[src/hw/egress_cfg_pkg.sv]
/*
  Constants, types and the tag decision function for the egress tagging
  and rate configuration block. Assumes a single system clock at 25 MHz.
*/
`default_nettype none
package egress_cfg_pkg;
  localparam int NUM_PORTS = 3;
  localparam int NUM_QUEUES = 6;
  localparam int PORT_FIELD_W = 8;
  localparam int RATE_W = 13;
  localparam int ELAPSED_W = 14;
  localparam logic [15:0] TAG_RULES_ADDR = 16'h1c0c;
  localparam logic [15:0] RATE_P0_Q01_ADDR = 16'h1c0d;
  localparam logic [15:0] RATE_P0_Q23_ADDR = 16'h1c0e;
  localparam logic [15:0] RATE_P1_Q01_ADDR = 16'h1c0f;
  localparam logic [31:0] TAG_RULES_RESET = 32'h0000_0000;
  localparam logic [31:0] TAG_RULES_MASK = 32'h003f_3f3f;
  localparam logic [RATE_W-1:0] RATE_RESET = 13'h0000;
  localparam int TYPE_LSB = 0;
  localparam int CHG_TAG_BIT = 2;
  localparam int CHG_PRI_BIT = 3;
  localparam int CHG_VID_BIT = 4;
  localparam int INS_TAG_BIT = 5;
  localparam int RATE_LO_LSB = 0;
  localparam int RATE_HI_LSB = 13;
  localparam int RATE_UNIT_NS = 20;
  localparam int CLK_PERIOD_NS = 40;
  localparam logic [ELAPSED_W-1:0] UNITS_PER_CLK =
    ELAPSED_W'(CLK_PERIOD_NS / RATE_UNIT_NS);
  localparam logic [ELAPSED_W-1:0] ELAPSED_CAP = 14'h2000;

  typedef enum logic [1:0] {
    EGR_DUMB, EGR_ACCESS, EGR_HYBRID, EGR_CPU
  } egress_type_e;

  typedef enum logic [1:0] {
    PKT_UNTAGGED, PKT_REGULAR, PKT_PRIORITY, PKT_SPECIAL
  } pkt_class_e;

  typedef struct packed {
    logic strip;
    logic insert;
    logic chg_vid;
    logic chg_pri;
    logic vid_ingress;
    logic add_special;
  } tag_act_s;

  function automatic tag_act_s decode_action(
    input logic [PORT_FIELD_W-1:0] ctl,
    input pkt_class_e cls,
    input logic untag
  );
    tag_act_s act;
    act = '0;
    unique case (egress_type_e'(ctl[TYPE_LSB +: 2]))
      EGR_DUMB: act.strip = (cls == PKT_SPECIAL);
      EGR_ACCESS: act.strip = (cls != PKT_UNTAGGED);
      EGR_HYBRID: begin
        if (cls == PKT_UNTAGGED) begin
          act.insert = ctl[INS_TAG_BIT] && !untag;
        end else if (untag || cls == PKT_SPECIAL) begin
          act.strip = 1'b1;
        end else if (cls == PKT_PRIORITY) begin
          act.vid_ingress = 1'b1;
        end else if (ctl[CHG_TAG_BIT]) begin
          act.chg_vid = ctl[CHG_VID_BIT];
          act.chg_pri = ctl[CHG_PRI_BIT];
        end
      end
      EGR_CPU: act.add_special = 1'b1;
    endcase
    return act;
  endfunction
endpackage
`default_nettype wire

[src/hw/egress_cfg_if.sv]
/*
  Configuration carrier from the register bank to the tagger and shaper.
  Assumes all three modules share one clock.
*/
`timescale 1ns/1ps
`default_nettype none
interface egress_cfg_if;
  logic [egress_cfg_pkg::NUM_PORTS-1:0]
        [egress_cfg_pkg::PORT_FIELD_W-1:0] port_ctl;
  logic [egress_cfg_pkg::NUM_QUEUES-1:0]
        [egress_cfg_pkg::RATE_W-1:0] rate;
  modport regs (output port_ctl, output rate);
  modport tagger (input port_ctl);
  modport shaper (input rate);
endinterface
`default_nettype wire

[src/hw/egress_tagger.sv]
/*
  Per-port egress tag action decoder with registered outputs.
  Assumes packet descriptors come from logic on the same clock.
*/
`timescale 1ns/1ps
`default_nettype none
module egress_tagger (
  // Clock and reset.
  input wire logic clk,
  input wire logic rst_b,
  // Configuration.
  egress_cfg_if.tagger cfg,
  // Packet descriptors.
  input wire logic [egress_cfg_pkg::NUM_PORTS-1:0] pkt_valid,
  input wire logic [egress_cfg_pkg::NUM_PORTS-1:0][1:0] pkt_class,
  input wire logic [egress_cfg_pkg::NUM_PORTS-1:0] pkt_untag,
  // Tag actions.
  output logic [egress_cfg_pkg::NUM_PORTS-1:0] act_valid_q,
  output egress_cfg_pkg::tag_act_s [egress_cfg_pkg::NUM_PORTS-1:0] act_q
);
  egress_cfg_pkg::tag_act_s [egress_cfg_pkg::NUM_PORTS-1:0] act_d;

  for (genvar p = 0; p < egress_cfg_pkg::NUM_PORTS; p++) begin : g_port
    always_comb begin
      act_d[p] = '0;
      if (pkt_valid[p]) begin
        act_d[p] = egress_cfg_pkg::decode_action(cfg.port_ctl[p],
          egress_cfg_pkg::pkt_class_e'(pkt_class[p]), pkt_untag[p]);
      end
    end
  end

  always_ff @(posedge clk or negedge rst_b) begin
    if (!rst_b) begin
      act_valid_q <= '0;
      act_q <= '0;
    end else begin
      act_valid_q <= pkt_valid;
      act_q <= act_d;
    end
  end
endmodule // egress_tagger
`default_nettype wire

[src/hw/egress_shaper.sv]
/*
  Per-queue byte pacer: releases a byte no sooner than the programmed
  interval after the previous one. Assumes requests from the same clock.
*/
`timescale 1ns/1ps
`default_nettype none
module egress_shaper (
  // Clock and reset.
  input wire logic clk,
  input wire logic rst_b,
  // Configuration.
  egress_cfg_if.shaper cfg,
  // Byte requests and releases.
  input wire logic [egress_cfg_pkg::NUM_QUEUES-1:0] byte_req,
  output logic [egress_cfg_pkg::NUM_QUEUES-1:0] byte_grant_q
);
  localparam int EW = egress_cfg_pkg::ELAPSED_W;
  logic [egress_cfg_pkg::NUM_QUEUES-1:0][EW-1:0] elapsed_q;
  logic [egress_cfg_pkg::NUM_QUEUES-1:0][EW-1:0] elapsed_d;
  logic [egress_cfg_pkg::NUM_QUEUES-1:0] grant_d;

  for (genvar q = 0; q < egress_cfg_pkg::NUM_QUEUES; q++) begin : g_q
    logic [EW-1:0] need;
    assign need = {1'b0, cfg.rate[q]} + 14'h0001;
    always_comb begin
      grant_d[q] = byte_req[q] && (elapsed_q[q] >= need);
      if (grant_d[q]) begin
        elapsed_d[q] = '0;
      end else if (elapsed_q[q] < egress_cfg_pkg::ELAPSED_CAP) begin
        elapsed_d[q] = elapsed_q[q] + egress_cfg_pkg::UNITS_PER_CLK;
      end else begin
        elapsed_d[q] = elapsed_q[q];
      end
    end
    // Clocks since the previous release, kept only for the spacing check.
    logic [EW-1:0] gap_q;
    logic [EW-1:0] gap_d;
    always_comb begin
      if (byte_grant_q[q]) begin
        gap_d = 14'h0001;
      end else if (gap_q < egress_cfg_pkg::ELAPSED_CAP) begin
        gap_d = gap_q + 14'h0001;
      end else begin
        gap_d = gap_q;
      end
    end
    always_ff @(posedge clk or negedge rst_b) begin
      if (!rst_b) begin
        gap_q <= egress_cfg_pkg::ELAPSED_CAP;
      end else begin
        gap_q <= gap_d;
      end
    end

  end

  always_ff @(posedge clk or negedge rst_b) begin
    if (!rst_b) begin
      elapsed_q <= '0;
      byte_grant_q <= '0;
    end else begin
      elapsed_q <= elapsed_d;
      byte_grant_q <= grant_d;
    end
  end
endmodule // egress_shaper
`default_nettype wire

[src/hw/egress_tag_rate_config.sv]
/*
  Egress tagging rules and egress rate register bank, with the tag
  decoder and byte shaper that consume them. Assumes a one-cycle register
  port whose strobes are never both high.
*/
// Local design decision: strobed register access.
`timescale 1ns/1ps
`default_nettype none
module egress_tag_rate_config (
  // Clock and reset.
  input wire logic clk,
  input wire logic rst_b,
  // Register port.
  input wire logic [15:0] reg_addr,
  input wire logic [31:0] reg_wdata,
  input wire logic reg_wr,
  input wire logic reg_rd,
  output logic [31:0] reg_rdata_q,
  // Packet descriptors and tag actions.
  input wire logic [egress_cfg_pkg::NUM_PORTS-1:0] pkt_valid,
  input wire logic [egress_cfg_pkg::NUM_PORTS-1:0][1:0] pkt_class,
  input wire logic [egress_cfg_pkg::NUM_PORTS-1:0] pkt_untag,
  output logic [egress_cfg_pkg::NUM_PORTS-1:0] act_valid_q,
  output egress_cfg_pkg::tag_act_s [egress_cfg_pkg::NUM_PORTS-1:0] act_q,
  // Shaper.
  input wire logic [egress_cfg_pkg::NUM_QUEUES-1:0] byte_req,
  output logic [egress_cfg_pkg::NUM_QUEUES-1:0] byte_grant_q
);
  localparam int RW = egress_cfg_pkg::RATE_W;

  egress_cfg_if cfg ();

  logic [31:0] tag_rules_q;
  logic [31:0] tag_rules_d;
  logic [egress_cfg_pkg::NUM_QUEUES-1:0][RW-1:0] rate_q;
  logic [egress_cfg_pkg::NUM_QUEUES-1:0][RW-1:0] rate_d;
  logic [31:0] reg_rdata_d;

  // Maps a register address to its rate pair index, or 3 when none.
  function automatic logic [1:0] rate_index(input logic [15:0] addr);
    unique case (addr)
      egress_cfg_pkg::RATE_P0_Q01_ADDR: return 2'h0;
      egress_cfg_pkg::RATE_P0_Q23_ADDR: return 2'h1;
      egress_cfg_pkg::RATE_P1_Q01_ADDR: return 2'h2;
      default: return 2'h3;
    endcase
  endfunction

  // Register writes.
  always_comb begin
    tag_rules_d = tag_rules_q;
    rate_d = rate_q;
    if (reg_wr && reg_addr == egress_cfg_pkg::TAG_RULES_ADDR) begin
      tag_rules_d = reg_wdata & egress_cfg_pkg::TAG_RULES_MASK;
    end
    if (reg_wr && rate_index(reg_addr) != 2'h3) begin
      rate_d[2 * rate_index(reg_addr)] =
        reg_wdata[egress_cfg_pkg::RATE_LO_LSB +: RW];
      rate_d[2 * rate_index(reg_addr) + 1] =
        reg_wdata[egress_cfg_pkg::RATE_HI_LSB +: RW];
    end
  end

  // Register reads; unmapped addresses and reserved bits read zero.
  always_comb begin
    reg_rdata_d = 32'h0000_0000;
    if (reg_rd) begin
      if (reg_addr == egress_cfg_pkg::TAG_RULES_ADDR) begin
        reg_rdata_d = tag_rules_q;
      end else if (rate_index(reg_addr) != 2'h3) begin
        reg_rdata_d = {6'h00, rate_q[2 * rate_index(reg_addr) + 1],
                       rate_q[2 * rate_index(reg_addr)]};
      end
    end
  end

  always_ff @(posedge clk or negedge rst_b) begin
    if (!rst_b) begin
      tag_rules_q <= egress_cfg_pkg::TAG_RULES_RESET;
      rate_q <= {egress_cfg_pkg::NUM_QUEUES{egress_cfg_pkg::RATE_RESET}};
      reg_rdata_q <= 32'h0000_0000;
    end else begin
      tag_rules_q <= tag_rules_d;
      rate_q <= rate_d;
      reg_rdata_q <= reg_rdata_d;
    end
  end

  // Each port takes its own byte of the tagging rules word.
  for (genvar p = 0; p < egress_cfg_pkg::NUM_PORTS; p++) begin : g_ctl
    assign cfg.port_ctl[p] =
      tag_rules_q[p * egress_cfg_pkg::PORT_FIELD_W +:
                  egress_cfg_pkg::PORT_FIELD_W];
  end
  assign cfg.rate = rate_q;

  egress_tagger u_tagger (
    .clk(clk),
    .rst_b(rst_b),
    .cfg(cfg.tagger),
    .pkt_valid(pkt_valid),
    .pkt_class(pkt_class),
    .pkt_untag(pkt_untag),
    .act_valid_q(act_valid_q),
    .act_q(act_q)
  );

  egress_shaper u_shaper (
    .clk(clk),
    .rst_b(rst_b),
    .cfg(cfg.shaper),
    .byte_req(byte_req),
    .byte_grant_q(byte_grant_q)
  );

  logic wr_tag;
  logic [2:0] hyb;
  assign wr_tag = reg_wr && reg_addr == egress_cfg_pkg::TAG_RULES_ADDR;
  for (genvar p = 0; p < egress_cfg_pkg::NUM_PORTS; p++) begin : g_hyb
    assign hyb[p] = cfg.port_ctl[p][1:0] == egress_cfg_pkg::EGR_HYBRID;
  end

  for (genvar p = 0; p < egress_cfg_pkg::NUM_PORTS; p++) begin : g_act

  end
endmodule // egress_tag_rate_config
`default_nettype wire

[config.mk]
export PLATFORM = sky130hd
export DESIGN_NAME = egress_tag_rate_config
export DESIGN_NICKNAME = d
export VERILOG_FILES = /design/src/hw/egress_cfg_pkg.sv /design/src/hw/egress_cfg_if.sv /design/src/hw/egress_tagger.sv /design/src/hw/egress_shaper.sv /design/src/hw/egress_tag_rate_config.sv
export SDC_FILE = /design/constraint.sdc
export NUM_CORES = 1
export LEC_CHECK = 0
export ABC_AREA = 1
export BUFFER_PORTS_ARGS = -buffer_cell sky130_fd_sc_hd__buf_2
export CAP_MARGIN = 20
export CORE_ASPECT_RATIO = 1.4
export CORE_MARGIN = 3
export CORE_UTILIZATION = 54
export CTS_CLUSTER_SIZE = 28
export DETAILED_ROUTE_END_ITERATION = 10
export PLACE_DENSITY = 0.77
export SLEW_MARGIN = 10
export SYNTH_ARGS = -nofsm -noshare
export SYNTH_HDL_FRONTEND = slang
export SYNTH_SLANG_ARGS = --single-unit
export TNS_END_PERCENT = 50
[constraint.sdc]
create_clock -name clk -period 3.5 [get_ports clk]
set_input_delay 0.175 -clock clk [delete_from_list [all_inputs] [get_ports clk]]
set_output_delay 0.175 -clock clk [all_outputs]
set_load 0.02 [all_outputs]
==> impl.org <==
** Drt
- Routed wire per std cell :: 15.12 um
- Mean number of vias per cell :: 5.358
- 1st-iter DRT viols :: 683
- In the routed design, unresolved DRC markers number 0.
- The first TritonRoute pass finished after 6 iterations.
- Total length of routed wires :: around 32000 um
- Routed via count :: 11210
- Remaining number of nets flagged by the antenna check after routing :: 0

** Critical path
- Arrival time reported for the critical path endpoint :: 3.35 ns
- Minimum setup slack among reg-to-reg paths :: roughly 0.56 ns
- Counting stages on the worst path, the most repeated cell is sky130_fd_sc_hd__nand2_1.
- The signal on the critical path passes through inv_1 -> nor3_1 -> nand4_1 -> nor2_1 -> nand2_1 -> xor2_1 -> ha_1 -> nand2_1 -> nor4_1 -> nand2_1 -> a21boi_1 -> buf_4 -> nor2_1.
- The cell family contributing the most delay on the critical path is simple AND/OR/NAND/NOR gates.
- The slowest stage of the critical path is the sky130_fd_sc_hd__dfrtp_1 cell.
- Critical path start-end classification :: reg2reg
- Critical path fanouts, max :: 10
- Kind of start point of the critical path :: register
- Reg2reg start :: cfg.rate[41]
- Buf/Inv on CP :: 2
- STA puts the critical path data required time at between 3 and 4 ns.
- The worst register-to-register path ends at u_shaper.elapsed_q[52].
- Worst Reg2Reg Path Length in Cells :: 13
- Worst stage delay on the critical path :: 0.39 ns
- Endpoint kind of the worst setup timing path :: register

** Synth
- During synthesis, Yosys emitted a total of 0 warnings.
- The synthesized netlist devotes 24.78% of its cell area to simple gates.
- Multiplexer share of the synthesized area :: 0.1520%
- XOR/XNOR share of the synthesized area :: 7.116%
- Post-Synthesis Cells :: 1608
- For this run, the register share of the synthesized area comes to 43.14%.
- Netlist area before placement :: 0.01317 sq mm
- Top cells by area, synth :: sky130_fd_sc_hd__dfrtp_1, sky130_fd_sc_hd__nand2_1, sky130_fd_sc_hd__ha_1, sky130_fd_sc_hd__xor2_1, sky130_fd_sc_hd__inv_1
- In this run, synthesis inferred 0 flip-flops with an integrated enable.
- The share of synthesized area in the top cell type comes to 43.14%.
- Summing the areas of all fa, ha and maj instances in the mapped netlist gives 8.551% of the synthesized area.
- Commonest cells in the synthesized netlist :: sky130_fd_sc_hd__nand2_1, sky130_fd_sc_hd__dfrtp_1, sky130_fd_sc_hd__inv_1, sky130_fd_sc_hd__nor2_1, sky130_fd_sc_hd__ha_1
- By area, the combinational part of the netlist is dominated by simple AND/OR/NAND/NOR gates.
- Most used standard cell by instance count after synthesis :: sky130_fd_sc_hd__nand2_1
- The biggest area contributor in the post-synthesis netlist is sky130_fd_sc_hd__dfrtp_1.
- Counting flops with an async set or reset pin after synthesis yields a share of 100.0%.
- Synth Flop Type :: sky130_fd_sc_hd__dfrtp_1
- In this run, synthesis produced a sequential element count of 227.
- Yosys mapped the design onto 46 distinct sky130hd cell types.
- Synthesized area divided by synthesized cell count :: a little over 8 sq um
- Summing the areas of all compound-gate instances in the mapped netlist gives 8.922% of the synthesized area.

** Cells and area
- After the last flow step, the layout net total stands at 1924.
- Cells with a size suffix above 1 make up 12.12% of the layout.
- Fill count :: 1981
- Layout overhead on the synthesized area :: 15.44%

** STA
- After layout, the worst path uses 84.06% of the clock period.
- Based on the critical path, the design can be clocked at up to 339.9 MHz.
- Final Critical Period :: about 2.9 ns
- The final hold violation count came to 0.
- Setup repair after global routing left no endpoint under its margin.
- Summed negative setup slack over all endpoints :: 0 ns
- Final count of negative-setup-slack endpoints :: 0
- Headroom to the max-slew limit :: 38.72%
- Count of pins over their slew limit :: 0
- Max Clock Skew :: 0.01783 ns
- Actual transition at the worst max-transition pin :: 0.9160 ns
- Final hold analysis gives a worst-case slack of 0.01833 ns.

** Floorplan
- The initial utilization of the core area, before any placement, comes to 54.93%.
- In this run the count of I/O pins placed on the die edge is 129.
- The floorplan step set the die height to 190.8 um.
- The floorplan step set the die width to 138.0 um.
- Core Area :: 0.02398 sq mm
- The initialized floorplan defines between 60 and 70 standard-cell rows.
- Die outline area :: 0.02632 sq mm

** Global route
- The total overflow left after global routing is 0.
- Maximum number of pins on one net before global-route repair :: ~120
- Initial antenna violation count :: 0
- The first global-routing pass estimated about 52000 um of wire.
- Global-route usage over all layers :: 24.30%
- The number of global-route vias before repair is about 11000.

** Power
- Areal power density over the cells :: around 440 mW/mm^2
- The worst-case IR drop observed on VDD is between 0.4 and 0.5 mV.
- Total leakage power :: about 7.7 nW

** Place
- Final weighted congestion of routability-driven global placement :: 0.9122
- Port buffering added 116 buffers.
- Once detailed placement completed, the half-perimeter wirelength came to 22710 um.

** Run
- Number of violations of the max-capacitance limit :: 0

** Min path
- Min-Delay Startpoint :: reg_wdata[13]
- The worst hold path was traced through 3 stages.
- Hold path endpoint :: cfg.rate[65]
- Type of the worst min-delay path :: in2reg

** Clock network
- Cell at the root of the clock tree :: sky130_fd_sc_hd__clkbuf_16
- Maximum clock path buffer count :: 3
- After clock tree synthesis, the clock-pin slew on the worst setup and hold paths is 0.06 ns.
- CTS HTree Levels :: 1
- Total CTS buffers :: 24
- CTS tree :: yes
- Later-pin clock latency in the skew report :: 0.53 ns
- The tree built by TritonCTS fans out to 227 sinks.

** Outcome
- Result of the run :: complete, no violations
sequential cells by signal, indices dropped and copies added, names as in the netlist:
register,cells
cfg.rate,78
reg_rdata_q,26
tag_rules_q,18
u_shaper.byte_grant_q,6
u_shaper.elapsed_q,78
u_tagger.act_q,18
u_tagger.act_valid_q,3
final cells by class:
class	count	area [sq um]	share of cell area (%)
Antenna cell	1	2.502	0.01646
Clock buffer	35	711.9	4.683
Clock inverter	9	108.9	0.7160
Inverter	186	698.2	4.593
Multi-Input combinational cell	1158	6544	43.05
Sequential cell	227	5680	37.37
Tap cell	310	387.9	2.551
Timing Repair Buffer	167	1069	7.029
metal layers:
| metal | global-route usage (%) | wire length, um | vias to the layer above |
|---|---|---|---|
| met5 | 0 | 0 | - |
| met4 | 10.76 | 1540 | 0 |
| met3 | 2.772 | 1335 | 106 |
| met2 | 44.81 | 16670 | 328 |
| met1 | 27.80 | 12120 | 5264 |
| li1 | - | - | 5516 |
report_power, final:
part	internal, W	switching [W]	leakage (nW)
clock network	0.00156	0.00106	0.406
logic	0.000458	0.000657	4.17
registers	0.00277	0.000152	3.13
through the flow:
step           worst slack [ns]  util (%)  total power, W  std cells  area, sq um
2_1_floorplan            0.8480         -        0.003707       1613        13190
3_3_place_gp             0.6369     58.39        0.004013       2010        14000
3_5_place_dp             0.5609     58.39        0.004065       2010        14000
4_1_cts                  0.5494     63.35        0.006715       2091        15190
5_1_grt                  0.1742     63.40        0.007013       2092        15200
6_report                 0.5577     63.41        0.006662       2093        15200
cells in the final DEF (no fill, tap or decap), types with 38 or more instances in the layout:
cell,n
sky130_fd_sc_hd__ha_1,90
sky130_fd_sc_hd__o21ai_1,83
sky130_fd_sc_hd__nand3_1,62
sky130_fd_sc_hd__inv_1,183
sky130_fd_sc_hd__dfrtp_1,227
sky130_fd_sc_hd__buf_2,115
sky130_fd_sc_hd__o21ai_0,47
sky130_fd_sc_hd__nand2_1,403
sky130_fd_sc_hd__dlygate4sd3_1,38
sky130_fd_sc_hd__nor2_1,151
sky130_fd_sc_hd__a21oi_1,50
sky130_fd_sc_hd__xor2_1,80
worst max-delay path by stage:
stage / from / end / depth (start not counted)
floorplan: cfg.rate[65] / u_shaper.elapsed_q[74] / 15
global placement: cfg.rate[41] / u_shaper.elapsed_q[52] / 13
detailed placement: cfg.rate[41] / u_shaper.elapsed_q[52] / 13
CTS: cfg.rate[41] / u_shaper.elapsed_q[52] / 13
global route: cfg.rate[41] / u_shaper.elapsed_q[54] / 13
finish: cfg.rate[41] / u_shaper.elapsed_q[52] / 13
worst min-delay path: stages:
cell and delay [ns]:
sky130_fd_sc_hd__buf_2 0.08, sky130_fd_sc_hd__inv_1 0.11, sky130_fd_sc_hd__o21ai_1 0.15
timing repair:
item	4_1_cts	5_1_grt
resized for setup	0	0
hold endpoints to repair	184	1
hold buffers	37	1
buffers inserted	0	0
kinds of logic (layout without fill, tap and decap cells):
family          Yosys count  in the layout
simple gates            736            736
buf+inv                 228            397
flops                   227            227
compound gates          217            217
xor+xnor                107            107
fa+ha+maj                90             90
mux                       2              2
other cells               1              7
No activity file was read; power rests on OpenSTA's default activity.
